## src/core/rf_ctrl_pkg.sv

```systemverilog
// Register map, field layouts and state codes for the receive-mode / antenna-driver block
package rf_ctrl_pkg;
    // Byte addresses on the register bus
    localparam logic [15:0] ADDR_RX_MODE   = 16'h6300;
    localparam logic [15:0] ADDR_DRV_CTRL  = 16'h6304;
    localparam logic [15:0] ADDR_AUTO_TX   = 16'h6308;
    localparam logic [15:0] ADDR_COMMAND   = 16'h630c;
    localparam logic [15:0] ADDR_IRQ_STAT  = 16'h6310;
    localparam logic [15:0] ADDR_IRQ_MASK  = 16'h6314;
    localparam logic [15:0] ADDR_ERR_COPY  = 16'h6318;

    // Reset values
    localparam logic [7:0] RST_RX_MODE  = 8'h00;
    localparam logic [7:0] RST_DRV_CTRL = 8'h80;
    localparam logic [7:0] RST_AUTO_TX  = 8'h00;
    localparam logic [7:0] RST_COMMAND  = 8'h00;
    localparam logic [3:0] RST_IRQ      = 4'h0;

    // Receive rate codes
    localparam logic [2:0] RATE_106  = 3'h0;
    localparam logic [2:0] RATE_212  = 3'h1;
    localparam logic [2:0] RATE_424  = 3'h2;
    localparam logic [2:0] RATE_848  = 3'h3;
    localparam logic [2:0] RATE_1696 = 3'h4;
    localparam logic [2:0] RATE_3392 = 3'h5;

    // Receive framing codes
    localparam logic [1:0] FRAME_TYPE_A  = 2'h0;
    localparam logic [1:0] FRAME_ACTIVE  = 2'h1;
    localparam logic [1:0] FRAME_PASSIVE = 2'h2;
    localparam logic [1:0] FRAME_TYPE_B  = 2'h3;

    // Command field and the idle code
    localparam logic [3:0] CMD_IDLE       = 4'h0;
    localparam int         SHORT_FRAME_BITS = 4;

    // Interrupt status bit positions
    localparam int IRQ_FRAME_DONE = 0;
    localparam int IRQ_SHORT_DROP = 1;
    localparam int IRQ_ERR_BYTE   = 2;
    localparam int IRQ_EN_REFUSED = 3;

    typedef struct packed {
        logic       crcKeep;
        logic [2:0] receiveRateCode;
        logic       ignoreShortFrame;
        logic       multiFrameReceive;
        logic [1:0] receiveFramingSelect;
    } rx_mode_t;

    typedef struct packed {
        logic invertOutBWhenOn;
        logic invertOutAWhenOn;
        logic invertOutBWhenOff;
        logic invertOutAWhenOff;
        logic outBContinuousWave;
        logic externalFieldCheck;
        logic outBCarrierEnable;
        logic outACarrierEnable;
    } drv_ctrl_t;

    typedef enum logic [2:0] {
        RX_IDLE    = 3'b001,
        RX_LISTEN  = 3'b010,
        RX_ERRBYTE = 3'b100
    } rx_state_t;
endpackage

```

## src/core/antenna_driver_out.sv

```systemverilog
// One antenna driver output: carrier gating, modulation and polarity
`timescale 1ns/1ps
module antenna_driver_out (
    // Clock and reset
    input  wire logic clk,
    input  wire logic sys_rst,
    // Carrier and modulation
    input  wire logic carrierIn,
    input  wire logic txModulate,
    // Settings
    input  wire logic carrierEnable,
    input  wire logic continuousWave,
    input  wire logic invertWhenOn,
    input  wire logic invertWhenOff,
    // Pin
    output logic      driverOut
);
    logic level;

    // Modulation is ignored in continuous-wave mode
    always_comb begin
        level = carrierEnable & carrierIn & (continuousWave | ~txModulate);
        if (carrierEnable) begin
            level = level ^ invertWhenOn;
        end else begin
            level = level ^ invertWhenOff;
        end
    end

    // Registered so the pin never glitches on setting changes
    always_ff @(posedge clk) begin
        if (sys_rst) begin
            driverOut <= 1'b0;
        end else begin
            driverOut <= level;
        end
    end
endmodule

```

## src/core/rx_stream_counter.sv

```systemverilog
// Saturating bit counter for one received data stream
`timescale 1ns/1ps
module rx_stream_counter #(
    parameter int MIN_BITS = 4
) (
    // Clock and reset
    input  wire logic clk,
    input  wire logic sys_rst,
    // Stream events
    input  wire logic bitStrobe,
    input  wire logic clearCount,
    // Result
    output logic      longEnough
);
    localparam int CW = $clog2(MIN_BITS + 1);
    localparam logic [CW-1:0] LIMIT = CW'(MIN_BITS);
    logic [CW-1:0] count_r;

    // Saturates so long streams never wrap back to short
    always_ff @(posedge clk) begin
        if (sys_rst || clearCount) begin
            count_r <= '0;
        end else if (bitStrobe && count_r != LIMIT) begin
            count_r <= count_r + CW'(1);
        end
    end

    assign longEnough = (count_r == LIMIT);
endmodule

```

## src/core/rf_rx_mode_tx_driver_ctrl.sv

```systemverilog
// Receive-mode settings, receive session control and antenna-driver control
//
// Chosen here: the Wishbone register port.
`timescale 1ns/1ps
// Contract
// - Rate codes 010..101 select 424 to 3392 kbit/s; 110, 111 reserved.
// - Rate field is three bits; 000 is 106 and 001 is 212 kbit/s.
// - With ignore set, streams under four bits are dropped; receiver stays active.
// - Multi-frame off: receiver stops after one complete frame.
// - Multi-frame on: keep receiving frames; only valid at 212 and 424.
// - Multi-frame receive ends only by idle command or clearing the bit; the code also ends it at the next stream end once the rate leaves 212/424.
// - Multi-frame on: error register copy written to FIFO after each stream.
// - Framing field selects type A, active, passive 212/424 or type B.
// - Output inverted when its on-inversion bit and carrier enable are set.
// - Output inverted when its off-inversion bit set and carrier disabled.
// - Continuous-wave bit gives unmodulated carrier on output B.
// - Carrier enable gives carrier modulated by transmit data on that output.
// - Field check refuses setting carrier enables while external field present.
// - Blocking acts only with auto carrier bits; field-check bit is write-only.
module rf_rx_mode_tx_driver_ctrl (
    // Clock and reset
    input  wire logic                  clk,
    input  wire logic                  sys_rst,
    // Wishbone slave
    input  wire logic                  wb_cyc_i,
    input  wire logic                  wb_stb_i,
    input  wire logic                  wb_we_i,
    input  wire logic [15:0]           wb_adr_i,
    input  wire logic [31:0]           wb_dat_i,
    input  wire logic [3:0]            wb_sel_i,
    output logic      [31:0]           wb_dat_o,
    output logic                       wb_ack_o,
    // Receiver front end
    input  wire logic                  rxStart,
    input  wire logic                  rxBitValid,
    input  wire logic                  rxStreamEnd,
    input  wire logic [7:0]            receiveErrorReg,
    output logic                       rxActive,
    output logic                       rxDone,
    output logic [2:0]                 receiveRateCode,
    output logic [1:0]                 receiveFramingSelect,
    // FIFO write port for the error byte
    output logic                       fifoWrValid,
    output logic [7:0]                 fifoWrData,
    // Transmitter and antenna
    input  wire logic                  carrierIn,
    input  wire logic                  txModulate,
    input  wire logic                  externalField,
    output logic                       antennaDriverA,
    output logic                       antennaDriverB,
    // Interrupt
    output logic                       irq
);
    import rf_ctrl_pkg::*;

    rx_mode_t  rxMode_r;
    drv_ctrl_t drvCtrl_r;
    logic [7:0] autoTx_r;
    logic [7:0] command_r;
    logic       fieldCheck_r;
    logic [3:0] irqStat_r;
    logic [3:0] irqMask_r;
    logic       ack_r;
    logic [31:0] rdData_r;
    rx_state_t  rxState_r;
    rx_state_t  rxState_nxt;
    logic       rxDone_r;
    logic       errValid_r;
    logic [7:0] errData_r;

    logic busReq;
    logic wrStrobe;
    logic idleCmd;
    logic multiEff;
    logic longEnough;
    logic dropShort;
    logic frameEnd;
    logic refuseA;
    logic refuseB;
    logic [3:0] irqEvent;

    // Multi-frame receive is honoured only at the polling rates
    function automatic logic pollRate(input logic [2:0] code);
        return (code == RATE_212) || (code == RATE_424);
    endfunction

    // Address match helper, used by write and read decode
    function automatic logic hit(input logic [15:0] adr, input logic [15:0] reg_adr);
        return adr == reg_adr;
    endfunction

    // Bus handshake: one wait state, ack dropped the cycle after
    assign busReq   = wb_cyc_i & wb_stb_i & ~ack_r;
    assign wrStrobe = busReq & wb_we_i & wb_sel_i[0];
    assign wb_ack_o = ack_r;
    assign wb_dat_o = rdData_r;

    always_ff @(posedge clk) begin
        if (sys_rst) begin
            ack_r <= 1'b0;
        end else begin
            ack_r <= busReq;
        end
    end

    // Read mux; unmapped addresses read zero, field-check never reads back
    always_ff @(posedge clk) begin
        if (sys_rst) begin
            rdData_r <= '0;
        end else if (busReq && !wb_we_i) begin
            rdData_r <= '0;
            if (hit(wb_adr_i, ADDR_RX_MODE)) begin
                rdData_r[7:0] <= rxMode_r;
            end
            if (hit(wb_adr_i, ADDR_DRV_CTRL)) begin
                rdData_r[7:0] <= {drvCtrl_r[7:3], 1'b0, drvCtrl_r[1:0]};
            end
            if (hit(wb_adr_i, ADDR_AUTO_TX)) begin
                rdData_r[7:0] <= autoTx_r;
            end
            if (hit(wb_adr_i, ADDR_COMMAND)) begin
                rdData_r[7:0] <= command_r;
            end
            if (hit(wb_adr_i, ADDR_IRQ_STAT)) begin
                rdData_r[3:0] <= irqStat_r;
            end
            if (hit(wb_adr_i, ADDR_IRQ_MASK)) begin
                rdData_r[3:0] <= irqMask_r;
            end
            if (hit(wb_adr_i, ADDR_ERR_COPY)) begin
                rdData_r[7:0] <= receiveErrorReg;
            end
        end
    end

    // Receive mode register; reserved rate codes are stored as written
    always_ff @(posedge clk) begin
        if (sys_rst) begin
            rxMode_r <= rx_mode_t'(RST_RX_MODE);
        end else if (wrStrobe && hit(wb_adr_i, ADDR_RX_MODE)) begin
            rxMode_r <= rx_mode_t'(wb_dat_i[7:0]);
        end
    end

    assign receiveRateCode      = rxMode_r.receiveRateCode;
    assign receiveFramingSelect = rxMode_r.receiveFramingSelect;

    // Enable set refused per output while field present and checking applies
    assign refuseA = wb_dat_i[0] & ~drvCtrl_r.outACarrierEnable & wb_dat_i[2]
                   & externalField & autoTx_r[0];
    assign refuseB = wb_dat_i[1] & ~drvCtrl_r.outBCarrierEnable & wb_dat_i[2]
                   & externalField & autoTx_r[1];

    // Driver control register; the check bit acts on the same write
    always_ff @(posedge clk) begin
        if (sys_rst) begin
            drvCtrl_r    <= drv_ctrl_t'(RST_DRV_CTRL);
            fieldCheck_r <= 1'b0;
        end else if (wrStrobe && hit(wb_adr_i, ADDR_DRV_CTRL)) begin
            drvCtrl_r <= drv_ctrl_t'(wb_dat_i[7:0]);
            drvCtrl_r.externalFieldCheck <= 1'b0;
            fieldCheck_r <= wb_dat_i[2];
            if (refuseA) begin
                drvCtrl_r.outACarrierEnable <= 1'b0;
            end
            if (refuseB) begin
                drvCtrl_r.outBCarrierEnable <= 1'b0;
            end
        end
    end

    // Auto transmit register: only the auto carrier bits are used here
    always_ff @(posedge clk) begin
        if (sys_rst) begin
            autoTx_r <= RST_AUTO_TX;
        end else if (wrStrobe && hit(wb_adr_i, ADDR_AUTO_TX)) begin
            autoTx_r <= wb_dat_i[7:0];
        end
    end

    // Command register; the idle code stops a running receive
    always_ff @(posedge clk) begin
        if (sys_rst) begin
            command_r <= RST_COMMAND;
        end else if (wrStrobe && hit(wb_adr_i, ADDR_COMMAND)) begin
            command_r <= wb_dat_i[7:0];
        end
    end

    assign idleCmd = wrStrobe & hit(wb_adr_i, ADDR_COMMAND) & (wb_dat_i[3:0] == CMD_IDLE);

    // Bit count of the current stream
    rx_stream_counter #(
        .MIN_BITS   (SHORT_FRAME_BITS)
    ) u_counter (
        .clk        (clk),
        .sys_rst    (sys_rst),
        .bitStrobe  (rxBitValid && rxState_r == RX_LISTEN),
        .clearCount (rxStreamEnd || rxState_r != RX_LISTEN),
        .longEnough (longEnough)
    );

    assign multiEff  = rxMode_r.multiFrameReceive & pollRate(rxMode_r.receiveRateCode);
    assign dropShort = rxStreamEnd & rxMode_r.ignoreShortFrame & ~longEnough;
    assign frameEnd  = rxStreamEnd & ~dropShort;

    // Receive session sequencing
    always_comb begin
        rxState_nxt = rxState_r;
        case (rxState_r)
            RX_IDLE: begin
                if (rxStart && !idleCmd) begin
                    rxState_nxt = RX_LISTEN;
                end
            end
            RX_LISTEN: begin
                if (idleCmd) begin
                    rxState_nxt = RX_IDLE;
                end else if (frameEnd && multiEff) begin
                    rxState_nxt = RX_ERRBYTE;
                end else if (frameEnd) begin
                    rxState_nxt = RX_IDLE;
                end else if (!rxMode_r.multiFrameReceive && rxDone_r) begin
                    rxState_nxt = RX_IDLE;
                end
            end
            RX_ERRBYTE: begin
                if (idleCmd || !rxMode_r.multiFrameReceive) begin
                    rxState_nxt = RX_IDLE;
                end else begin
                    rxState_nxt = RX_LISTEN;
                end
            end
            default: rxState_nxt = RX_IDLE;
        endcase
    end

    always_ff @(posedge clk) begin
        if (sys_rst) begin
            rxState_r <= RX_IDLE;
        end else begin
            rxState_r <= rxState_nxt;
        end
    end

    // Done pulse marks the session end, whatever caused it
    always_ff @(posedge clk) begin
        if (sys_rst) begin
            rxDone_r <= 1'b0;
        end else begin
            rxDone_r <= (rxState_r != RX_IDLE) && (rxState_nxt == RX_IDLE);
        end
    end

    // Error byte follows each stream not dropped as short or met by an idle command in its end cycle, in multi-frame mode at the polling rates
    always_ff @(posedge clk) begin
        if (sys_rst) begin
            errValid_r <= 1'b0;
            errData_r  <= '0;
        end else begin
            errValid_r <= (rxState_r == RX_LISTEN) && frameEnd && multiEff && !idleCmd;
            if (rxState_r == RX_LISTEN && frameEnd && multiEff) begin
                errData_r <= receiveErrorReg;
            end
        end
    end

    assign rxActive    = (rxState_r != RX_IDLE);
    assign rxDone      = rxDone_r;
    assign fifoWrValid = errValid_r;
    assign fifoWrData  = errData_r;

    // Sticky status, set wins over a write-one clear
    assign irqEvent[IRQ_FRAME_DONE] = rxDone_r;
    assign irqEvent[IRQ_SHORT_DROP] = (rxState_r == RX_LISTEN) & dropShort;
    assign irqEvent[IRQ_ERR_BYTE]   = errValid_r;
    assign irqEvent[IRQ_EN_REFUSED] = wrStrobe & hit(wb_adr_i, ADDR_DRV_CTRL) & (refuseA | refuseB);

    always_ff @(posedge clk) begin
        if (sys_rst) begin
            irqStat_r <= RST_IRQ;
            irqMask_r <= RST_IRQ;
        end else begin
            if (wrStrobe && hit(wb_adr_i, ADDR_IRQ_STAT)) begin
                irqStat_r <= (irqStat_r & ~wb_dat_i[3:0]) | irqEvent;
            end else begin
                irqStat_r <= irqStat_r | irqEvent;
            end
            if (wrStrobe && hit(wb_adr_i, ADDR_IRQ_MASK)) begin
                irqMask_r <= wb_dat_i[3:0];
            end
        end
    end

    assign irq = |(irqStat_r & irqMask_r);

    // Two instances of one driver module; A has no continuous-wave control
    antenna_driver_out u_drv_a (
        .clk            (clk),
        .sys_rst        (sys_rst),
        .carrierIn      (carrierIn),
        .txModulate     (txModulate),
        .carrierEnable  (drvCtrl_r.outACarrierEnable),
        .continuousWave (1'b0),
        .invertWhenOn   (drvCtrl_r.invertOutAWhenOn),
        .invertWhenOff  (drvCtrl_r.invertOutAWhenOff),
        .driverOut      (antennaDriverA)
    );

    antenna_driver_out u_drv_b (
        .clk            (clk),
        .sys_rst        (sys_rst),
        .carrierIn      (carrierIn),
        .txModulate     (txModulate),
        .carrierEnable  (drvCtrl_r.outBCarrierEnable),
        .continuousWave (drvCtrl_r.outBContinuousWave),
        .invertWhenOn   (drvCtrl_r.invertOutBWhenOn),
        .invertWhenOff  (drvCtrl_r.invertOutBWhenOff),
        .driverOut      (antennaDriverB)
    );
endmodule

```

## config.mk

```make
export PLATFORM = sky130hd
export DESIGN_NAME = rf_rx_mode_tx_driver_ctrl
export DESIGN_NICKNAME = d
export VERILOG_FILES = /design/src/core/rf_ctrl_pkg.sv /design/src/core/antenna_driver_out.sv /design/src/core/rx_stream_counter.sv /design/src/core/rf_rx_mode_tx_driver_ctrl.sv
export SDC_FILE = /design/constraint.sdc
export NUM_CORES = 1
export LEC_CHECK = 0
export BUFFER_PORTS_ARGS = -buffer_cell sky130_fd_sc_hd__buf_4
export CELL_PAD_IN_SITES_DETAIL_PLACEMENT = 0
export CELL_PAD_IN_SITES_GLOBAL_PLACEMENT = 1
export CORE_UTILIZATION = 40
export CTS_CLUSTER_DIAMETER = 150
export DETAILED_ROUTE_END_ITERATION = 12
export PLACE_DENSITY_LB_ADDON = 0.1
export SYNTH_ARGS = -nofsm -noshare
export SYNTH_HDL_FRONTEND = slang
export SYNTH_HIERARCHICAL = 1
export SYNTH_SLANG_ARGS = --single-unit
```

## constraint.sdc

```tcl
create_clock -name clk -period 2.8 [get_ports clk]
set_input_delay 0.28 -clock clk [delete_from_list [all_inputs] [get_ports clk]]
set_output_delay 0.28 -clock clk [all_outputs]
set_load 0.1 [all_outputs]
```

==> flow_summary_export.csv, run 1 <==
group,metric,value,unit
run_status,status,"complete, no violations",
yosys,ys.flop_type,"dfxtp_1",
yosys,synthAdderAreaFrac,0.720,%
yosys,synth-xor-area-share,0.252,%
placement,preCtsSetupSlack,0.671,ns
final_layout,antenna_cells,0,
sta,final-setup-viol-count,0,
final_layout,finalNetCount,496,
global_route,grt.overflow.total,0,
placement,gp_congestion,0.821,
setup_path,r2r-end,"autoTx_r[1]",
placement,io_buffers,71,
final_layout,drive_above_1_share,28.7,%
power_and_ir_drop,cellPowerDensity,508,mW/mm2
hold_path,min_from,"receiveErrorReg[4]",
yosys,synth-edff-count,0,
floorplan,die_height,95.2,um
sta,fin_skew,0.00840,ns
routing,drt-initial-drc-count,82,
sta,tns,0,ns
yosys,syn_inst,359,
setup_path,worstPathMaxFanout,8,
clocking,cts_setup_buffers,0,
yosys,syn_area,0.00347,mm2
job,maxCapViolations,0,
sta,hold_viol_final,0,
yosys,netlist.area_leader.share,38.0,%
hold_path,hold_end,"fifoWrData[4]",
yosys,synth_top_family_by_area,"simple AND/OR/NAND/NOR gates",
floorplan,io_pins,123,
global_route,antenna_found_initial,0,
setup_path,worstPathArrival,2.27,ns
final_layout,areaGrowthSynthToFinish,18.9,%
yosys,synthArstFlopShare,0,%
placement,hpwlAfterDp,6040,um
setup_path,rr_startpoint,"wb_ack_o",
clocking,cts_num_sinks,66,
yosys,syn_area_per_cell,9.68,um2
final_layout,fill_cells,841,
yosys,synthTopCellsByArea,"dfxtp_1 38%, mux2i_1 12%, nor2_1 6.7%, buf_4 6.3%, mux4_2 4.5%",
setup_path,cp-end-kind,"flop",
power_and_ir_drop,power.total,2.10,mW
yosys,synth_mux_area_share,17.3,%
sta,max_freq,488,MHz
routing,dr_total_vias,2780,
final_layout,fin_util,49.8,%
clocking,cts_buffers,9,
hold_path,whs_path_depth,3,
setup_path,start_kind,"flop",
sta,tightest_slew,0.814,ns
yosys,yosys_warnings,6,
setup_path,cp.required,3.02,ns
yosys,synth.largest_area_cell,"dfxtp_1",
sta,period_needed,2.05,ns
yosys,ys_seq_area_share,38.0,%
yosys,synth.ff_latch_count,66,
yosys,ys_types,64,
floorplan,coreArea,0.00830,mm2
global_route,grt_pass1_vias,2492,
global_route,grt_pass1_wl,12800,um
sta,worst_slack,0.749,ns
global_route,grt.total_usage,19.0,%
sta,period_share,73.3,%
clocking,cts-resized-gates,0,
final_layout,stdcell_count,533,
routing,drt-total-wl,8350,um
final_layout,finalInstanceArea,0.00413,mm2
routing,wl_per_cell,15.7,um
routing,drcViolationCount,0,
global_route,grt_max_degree,31,
sta,slew_violations,0,
clocking,ctsLongestPathBuffers,2,
floorplan,start_util,41.9,%
sta,relSlewSlack,45.3,%
routing,dr.pass1.iters,4,
clocking,ctsHoldBuffers,0,
hold_path,hold_class,"in2reg",
floorplan,chipWidth,95.2,um
sta,hold_slack,0.173,ns
clocking,cts_root_buffer,"clkbuf_8",
setup_path,rrSetupSlack,0.75,ns
clocking,clkTransAtPathRegs,0.08,ns
power_and_ir_drop,power_leakage,1.71,nW
floorplan,dieArea,0.00906,mm2
placement,dp_cells,517,
floorplan,row_count,33,
setup_path,worst_r2r_path_depth,5,
yosys,synthSimpleGateAreaFrac,22.4,%
clocking,cts_tree,"yes",
setup_path,critPathKind,"reg2reg",
routing,postRouteAntennaNets,0,
placement,dpl_cell_area,0.00394,mm2
clocking,htree_levels,3,
clocking,clk_latency,0.34,ns
yosys,synth_compound_area_share,11.1,%
routing,via_per_inst,5.22,
power_and_ir_drop,ir_worst_vdd,0.000391,V
sta,rsz0062_at_grt,"false",
-- cell usage in the layout, fill, tap and decap left out, drive strengths merged, types with 9 or more instances in the layout --
cell / n
clkbuf: 9
nor2: 62
mux2i: 41
conb: 25
buf: 76
a21oi: 12
dfxtp: 66
nand2: 12
-- report_power, final --
group	switching, mW	internal (mW)
Clock	0.388	0.409
Sequential	0.00706	0.946
Combinational	0.270	0.0798
-- cell families (layout without fill, tap and decap cells) --
| family | after synthesis | count (layout) |
|---|---|---|
| AND/OR/NAND/NOR | 133 | 133 |
| XOR/XNOR | 1 | 1 |
| multiplexers | 51 | 51 |
| other | 1 | 25 |
| AO/OA/AOI/OAI | 52 | 52 |
| adder cells (fa/ha/maj) | 2 | 2 |
| flip-flops | 66 | 66 |
| buffers and inverters | 53 | 98 |
-- per-layer routing --
| metal | vias to the layer above | track usage [%] | routed length (um) | share of wire, % |
|---|---|---|---|---|
| li1 | 1369 | - | - | - |
| met1 | 1342 | 24.6 | 3940 | 47 |
| met2 | 62 | 31.3 | 4060 | 49 |
| met3 | 7 | 4.15 | 289 | 3.5 |
| met4 | 0 | 6.57 | 68 | 0.81 |
| met5 | - | 0 | 0 | 0 |
-- final cells by class --
class	count	area [um2]	area share, %
Clock buffer	9	124	3.00
Inverter	6	22.5	0.545
Clock inverter	7	70.1	1.70
Tap cell	105	131	3.18
Multi-Input combinational cell	264	1890	45.8
Timing Repair Buffer	76	571	13.8
Sequential cell	66	1320	32.0
-- how the worst max path moves through the flow --
stage                             from           to  slack (ns)  depth (start not counted)
after floorplan               wb_ack_o  autoTx_r[0]        0.52                          5
after global placement    wb_adr_i[10]  autoTx_r[7]        0.69                          6
after detailed placement  wb_adr_i[10]  autoTx_r[0]        0.67                          6
after global routing          wb_ack_o  autoTx_r[5]        0.66                          5
final                         wb_ack_o  autoTx_r[1]        0.75                          5
after CTS                     wb_ack_o  autoTx_r[1]        0.73                          5
-- cell usage after synthesis, types with 4 or more instances --
cell and n:
mux2i_1 41, nand3_1 7, buf_4 29, inv_1 6
nor3_1 4, a31oi_1 4, a21oi_1 12, nand3b_1 6
mux4_2 7, nor2_1 62, nand2_1 12, a22oi_1 4
o21ai_0 7, dfxtp_1 66, nor3b_1 4, clkbuf_1 12
-- worst max-delay path: stages, from the launching register on --
cell and delay (ns):
dfxtp_1 0.31, nand3b_4 0.18, or4_4 0.54, nor3_4 0.59
mux2i_1 0.26, nor2_1 0.05
-- flip-flops by register name, summed over array words and instances (netlist names) --
name,cells
rxMode_r,3
wb_dat_o,8
drvCtrl_r,7
irqMask_r,4
u_drv_b/driverOut,1
receiveRateCode,3
u_counter/count_r,3
irqStat_r,4
receiveFramingSelect,2
fifoWrData,8
rxDone,1
command_r,8
u_drv_a/driverOut,1
rxState_r,3
wb_ack_o,1
fifoWrValid,1
autoTx_r,8
(Power assumes the default switching activity.)
==> run 2: changes to the inputs <==
--- a/config.mk
+++ b/config.mk
@@ -5,10 +5,11 @@
 export SDC_FILE = /design/constraint.sdc
 export NUM_CORES = 1
 export LEC_CHECK = 0
+export ABC_AREA = 1
 export BUFFER_PORTS_ARGS = -buffer_cell sky130_fd_sc_hd__buf_4
 export CELL_PAD_IN_SITES_DETAIL_PLACEMENT = 0
 export CELL_PAD_IN_SITES_GLOBAL_PLACEMENT = 1
-export CORE_UTILIZATION = 40
+export CORE_UTILIZATION = 35
 export CTS_CLUSTER_DIAMETER = 150
 export DETAILED_ROUTE_END_ITERATION = 12
 export PLACE_DENSITY_LB_ADDON = 0.1
==> constraint.sdc (replaced) <==
create_clock -name clk -period 2.03 [get_ports clk]
set_input_delay 0.203 -clock clk [delete_from_list [all_inputs] [get_ports clk]]
set_output_delay 0.203 -clock clk [all_outputs]
set_load 0.1 [all_outputs]
==> flow_summary_export.csv, run 2 <==
group,metric,value,unit
job,maxCapViolations,0,
placement,dpl_cell_area,0.00420,mm2
routing,wl_met2,4550,um
setup_path,crit_path_frequent_cell,"inv_1",
routing,drt-total-wl,10000,um
yosys,ys_types,35,
clocking,ctsLongestPathBuffers,2,
sta,period_needed,1.86,ns
sta,hold_viol_final,0,
setup_path,cp-end-kind,"flop",
setup_path,worst-path-buf-inv,5,
clocking,clkTransAtPathRegs,0.08,ns
power_and_ir_drop,p_int,1.96,mW
final_layout,drive_above_1_share,20.7,%
yosys,yosysMostFrequentCell,"nand2_1",
yosys,yosys_warnings,6,
power_and_ir_drop,p_sw_share,31.8,%
routing,topRoutingLayerUsed,"met4",
routing,wl_met3,481,um
clocking,cts_root_buffer,"clkbuf_8",
floorplan,coreArea,0.00991,mm2
yosys,synth.ff_latch_count,66,
routing,dr_total_vias,3521,
sta,max_freq,537,MHz
sta,rsz0062_at_grt,"false",
power_and_ir_drop,power.total,2.88,mW
setup_path,worstPathMaxFanout,5,
global_route,grt_max_degree,30,
placement,preCtsSetupSlack,0.194,ns
setup_path,crit_chain,"inv_1, ha_1, nand2_2, inv_1, nand3b_1, nand2_1, inv_1, nand3_1, clkinv_1, buf_4, nand2_4, nand2_2, nor2_2",
floorplan,io_pins,123,
floorplan,start_util,36.7,%
setup_path,slowest_stage,"dfxtp_1",
sta,slew_violations,0,
routing,drcViolationCount,0,
sta,period_share,91.8,%
yosys,synthArstFlopShare,0,%
global_route,grt.total_usage,18.7,%
routing,drt-initial-drc-count,178,
final_layout,final_common_cell,"nand2_1",
routing,postRouteAntennaNets,0,
clocking,cts_tree,"yes",
floorplan,row_count,36,
setup_path,cp.required,2.31,ns
yosys,synth-edff-count,0,
final_layout,layout_common_cells,"107 x nand2_1, 79 x buf_4, 77 x inv_1, 66 x dfxtp_1, 58 x nor2_1",
floorplan,chipWidth,104,um
floorplan,die_height,104,um
setup_path,worstPathArrival,2.15,ns
sta,fin_skew,0.00839,ns
yosys,syn_area_per_cell,6.75,um2
sta,final-setup-viol-count,0,
sta,worst_slack,0.167,ns
placement,gp_congestion,0.907,
final_layout,fill_cells,1088,
power_and_ir_drop,cellPowerDensity,655,mW/mm2
power_and_ir_drop,ir_worst_vdd,0.000389,V
global_route,grt.overflow.total,0,
power_and_ir_drop,seqPwrFrac,45.5,%
routing,dr.pass1.iters,5,
setup_path,worst_path_largest_cell_delay,0.37,ns
yosys,ys.flop_type,"dfxtp_1",
run_status,status,"complete, no violations",
final_layout,areaGrowthSynthToFinish,20.8,%
yosys,synth.largest_area_cell,"dfxtp_1",
final_layout,antenna_cells,0,
clocking,htree_levels,3,
yosys,ys_seq_area_share,36.4,%
clocking,ctsHoldBuffers,0,
global_route,grt_pass1_vias,3255,
clocking,cts_setup_buffers,0,
sta,tns,0,ns
placement,io_buffers,71,
final_layout,finalNetCount,683,
routing,via_per_inst,4.71,
global_route,grt_pass1_wl,16000,um
yosys,syn_area,0.00363,mm2
final_layout,finalInstanceArea,0.00439,mm2
yosys,netlist.area_leader.share,36.4,%
clocking,cts_buffers,9,
clocking,cts_num_sinks,66,
clocking,cts-resized-gates,0,
routing,wl_per_cell,13.4,um
setup_path,start_kind,"flop",
yosys,synthTopCellsByArea,"dfxtp_1 36%, nand2_1 11%, inv_1 8.0%, o21ai_0 7.2%, buf_4 6.4%",
hold_path,hold_class,"in2reg",
power_and_ir_drop,power_leakage,2.08,nW
routing,wl_met1,4820,um
yosys,synth_commonest_cells,"107 x nand2_1, 77 x inv_1, 66 x dfxtp_1",
power_and_ir_drop,p_sw,913,uW
clocking,clk_latency,0.34,ns
global_route,antenna_found_initial,0,
power_and_ir_drop,pwr-share-comb,15.7,%
setup_path,critPathKind,"reg2reg",
yosys,syn_inst,538,
power_and_ir_drop,pwr-share-clk,38.8,%
setup_path,cpLargestDelayFamily,"simple AND/OR/NAND/NOR gates",
placement,hpwlAfterDp,7630,um
floorplan,dieArea,0.0108,mm2
==> run 2: cell types whose count changed in the layout (fill, tap and decap cells not counted), moves of 8 or more <==
cell	previous run	this run
o21ai_0	7	52
nand2_1	12	107
nand3_1	7	26
nor2_2	0	8
inv_1	6	77
nand2_2	0	9
mux2i_1	41	0
a21oi_1	12	40
==> run 2: power by group through the flow <==
stage                     Combinational [mW]  Clock, mW  Sequential (mW)
after floorplan                        0.349          0             1.36
after detailed placement               0.451          0             1.34
after CTS                              0.452       1.13             1.31
after global placement                 0.450          0             1.34
final                                  0.451       1.11             1.31
after global routing                   0.478       1.19             1.31
==> run 2: layout make-up <==
| class | count | area [um2] | area share (%) |
|---|---|---|---|
| well taps | 133 | 166 | 3.79 |
| multi-input cells | 373 | 1810 | 41.2 |
| flip-flops and latches | 66 | 1320 | 30.1 |
| clock inverters | 7 | 70.1 | 1.60 |
| clock buffers | 9 | 124 | 2.82 |
| repair buffers | 79 | 593 | 13.5 |
| inverters | 81 | 304 | 6.93 |
==> run 2: through the flow <==
step                      hold slack, ns  instances  utilization, %
after global routing               0.126        748            44.3
after floorplan                    0.329        562               -
after CTS                          0.114        748            44.3
after global placement             0.433        732            42.3
final                              0.124        748            44.3
after detailed placement           0.444        732            42.3
==> run 2: worst register-to-register path: stages, from the launching register on <==
cell	delay [ns]
dfxtp_1	0.37
inv_1	0.06
ha_1	0.22
nand2_2	0.12
inv_1	0.05
nand3b_1	0.18
nand2_1	0.10
inv_1	0.05
nand3_1	0.15
clkinv_1	0.13
buf_4	0.17
nand2_4	0.07
nand2_2	0.05
nor2_2	0.09
==> run 2: final timing paths <==
path                              from            end  slack (ns)  cells after the start
hold reg to reg            autoTx_r[2]    autoTx_r[2]        0.46                      2
setup / recovery  u_counter/count_r[0]         rxDone        0.17                     13
setup reg to reg  u_counter/count_r[0]         rxDone        0.17                     13
hold / removal      receiveErrorReg[6]  fifoWrData[6]        0.12                      3
==> run 2: cell families after synthesis <==
family | after synthesis | share of synthesized area [%]
buffers and inverters | 123 | 16.5
and+or+nand+nor | 234 | 29.6
AOI/OAI and AO/OA | 112 | 16.7
DFF | 66 | 36.4
other | 1 | 0.103
adders and majority gates | 2 | 0.689
==> run 2: per-layer routing <==
metal  vias up  track usage [%]
met1      1589             24.8
met5         -                0
met2       104             30.6
met4         0             6.33
met3        16             3.13
li1       1812                -
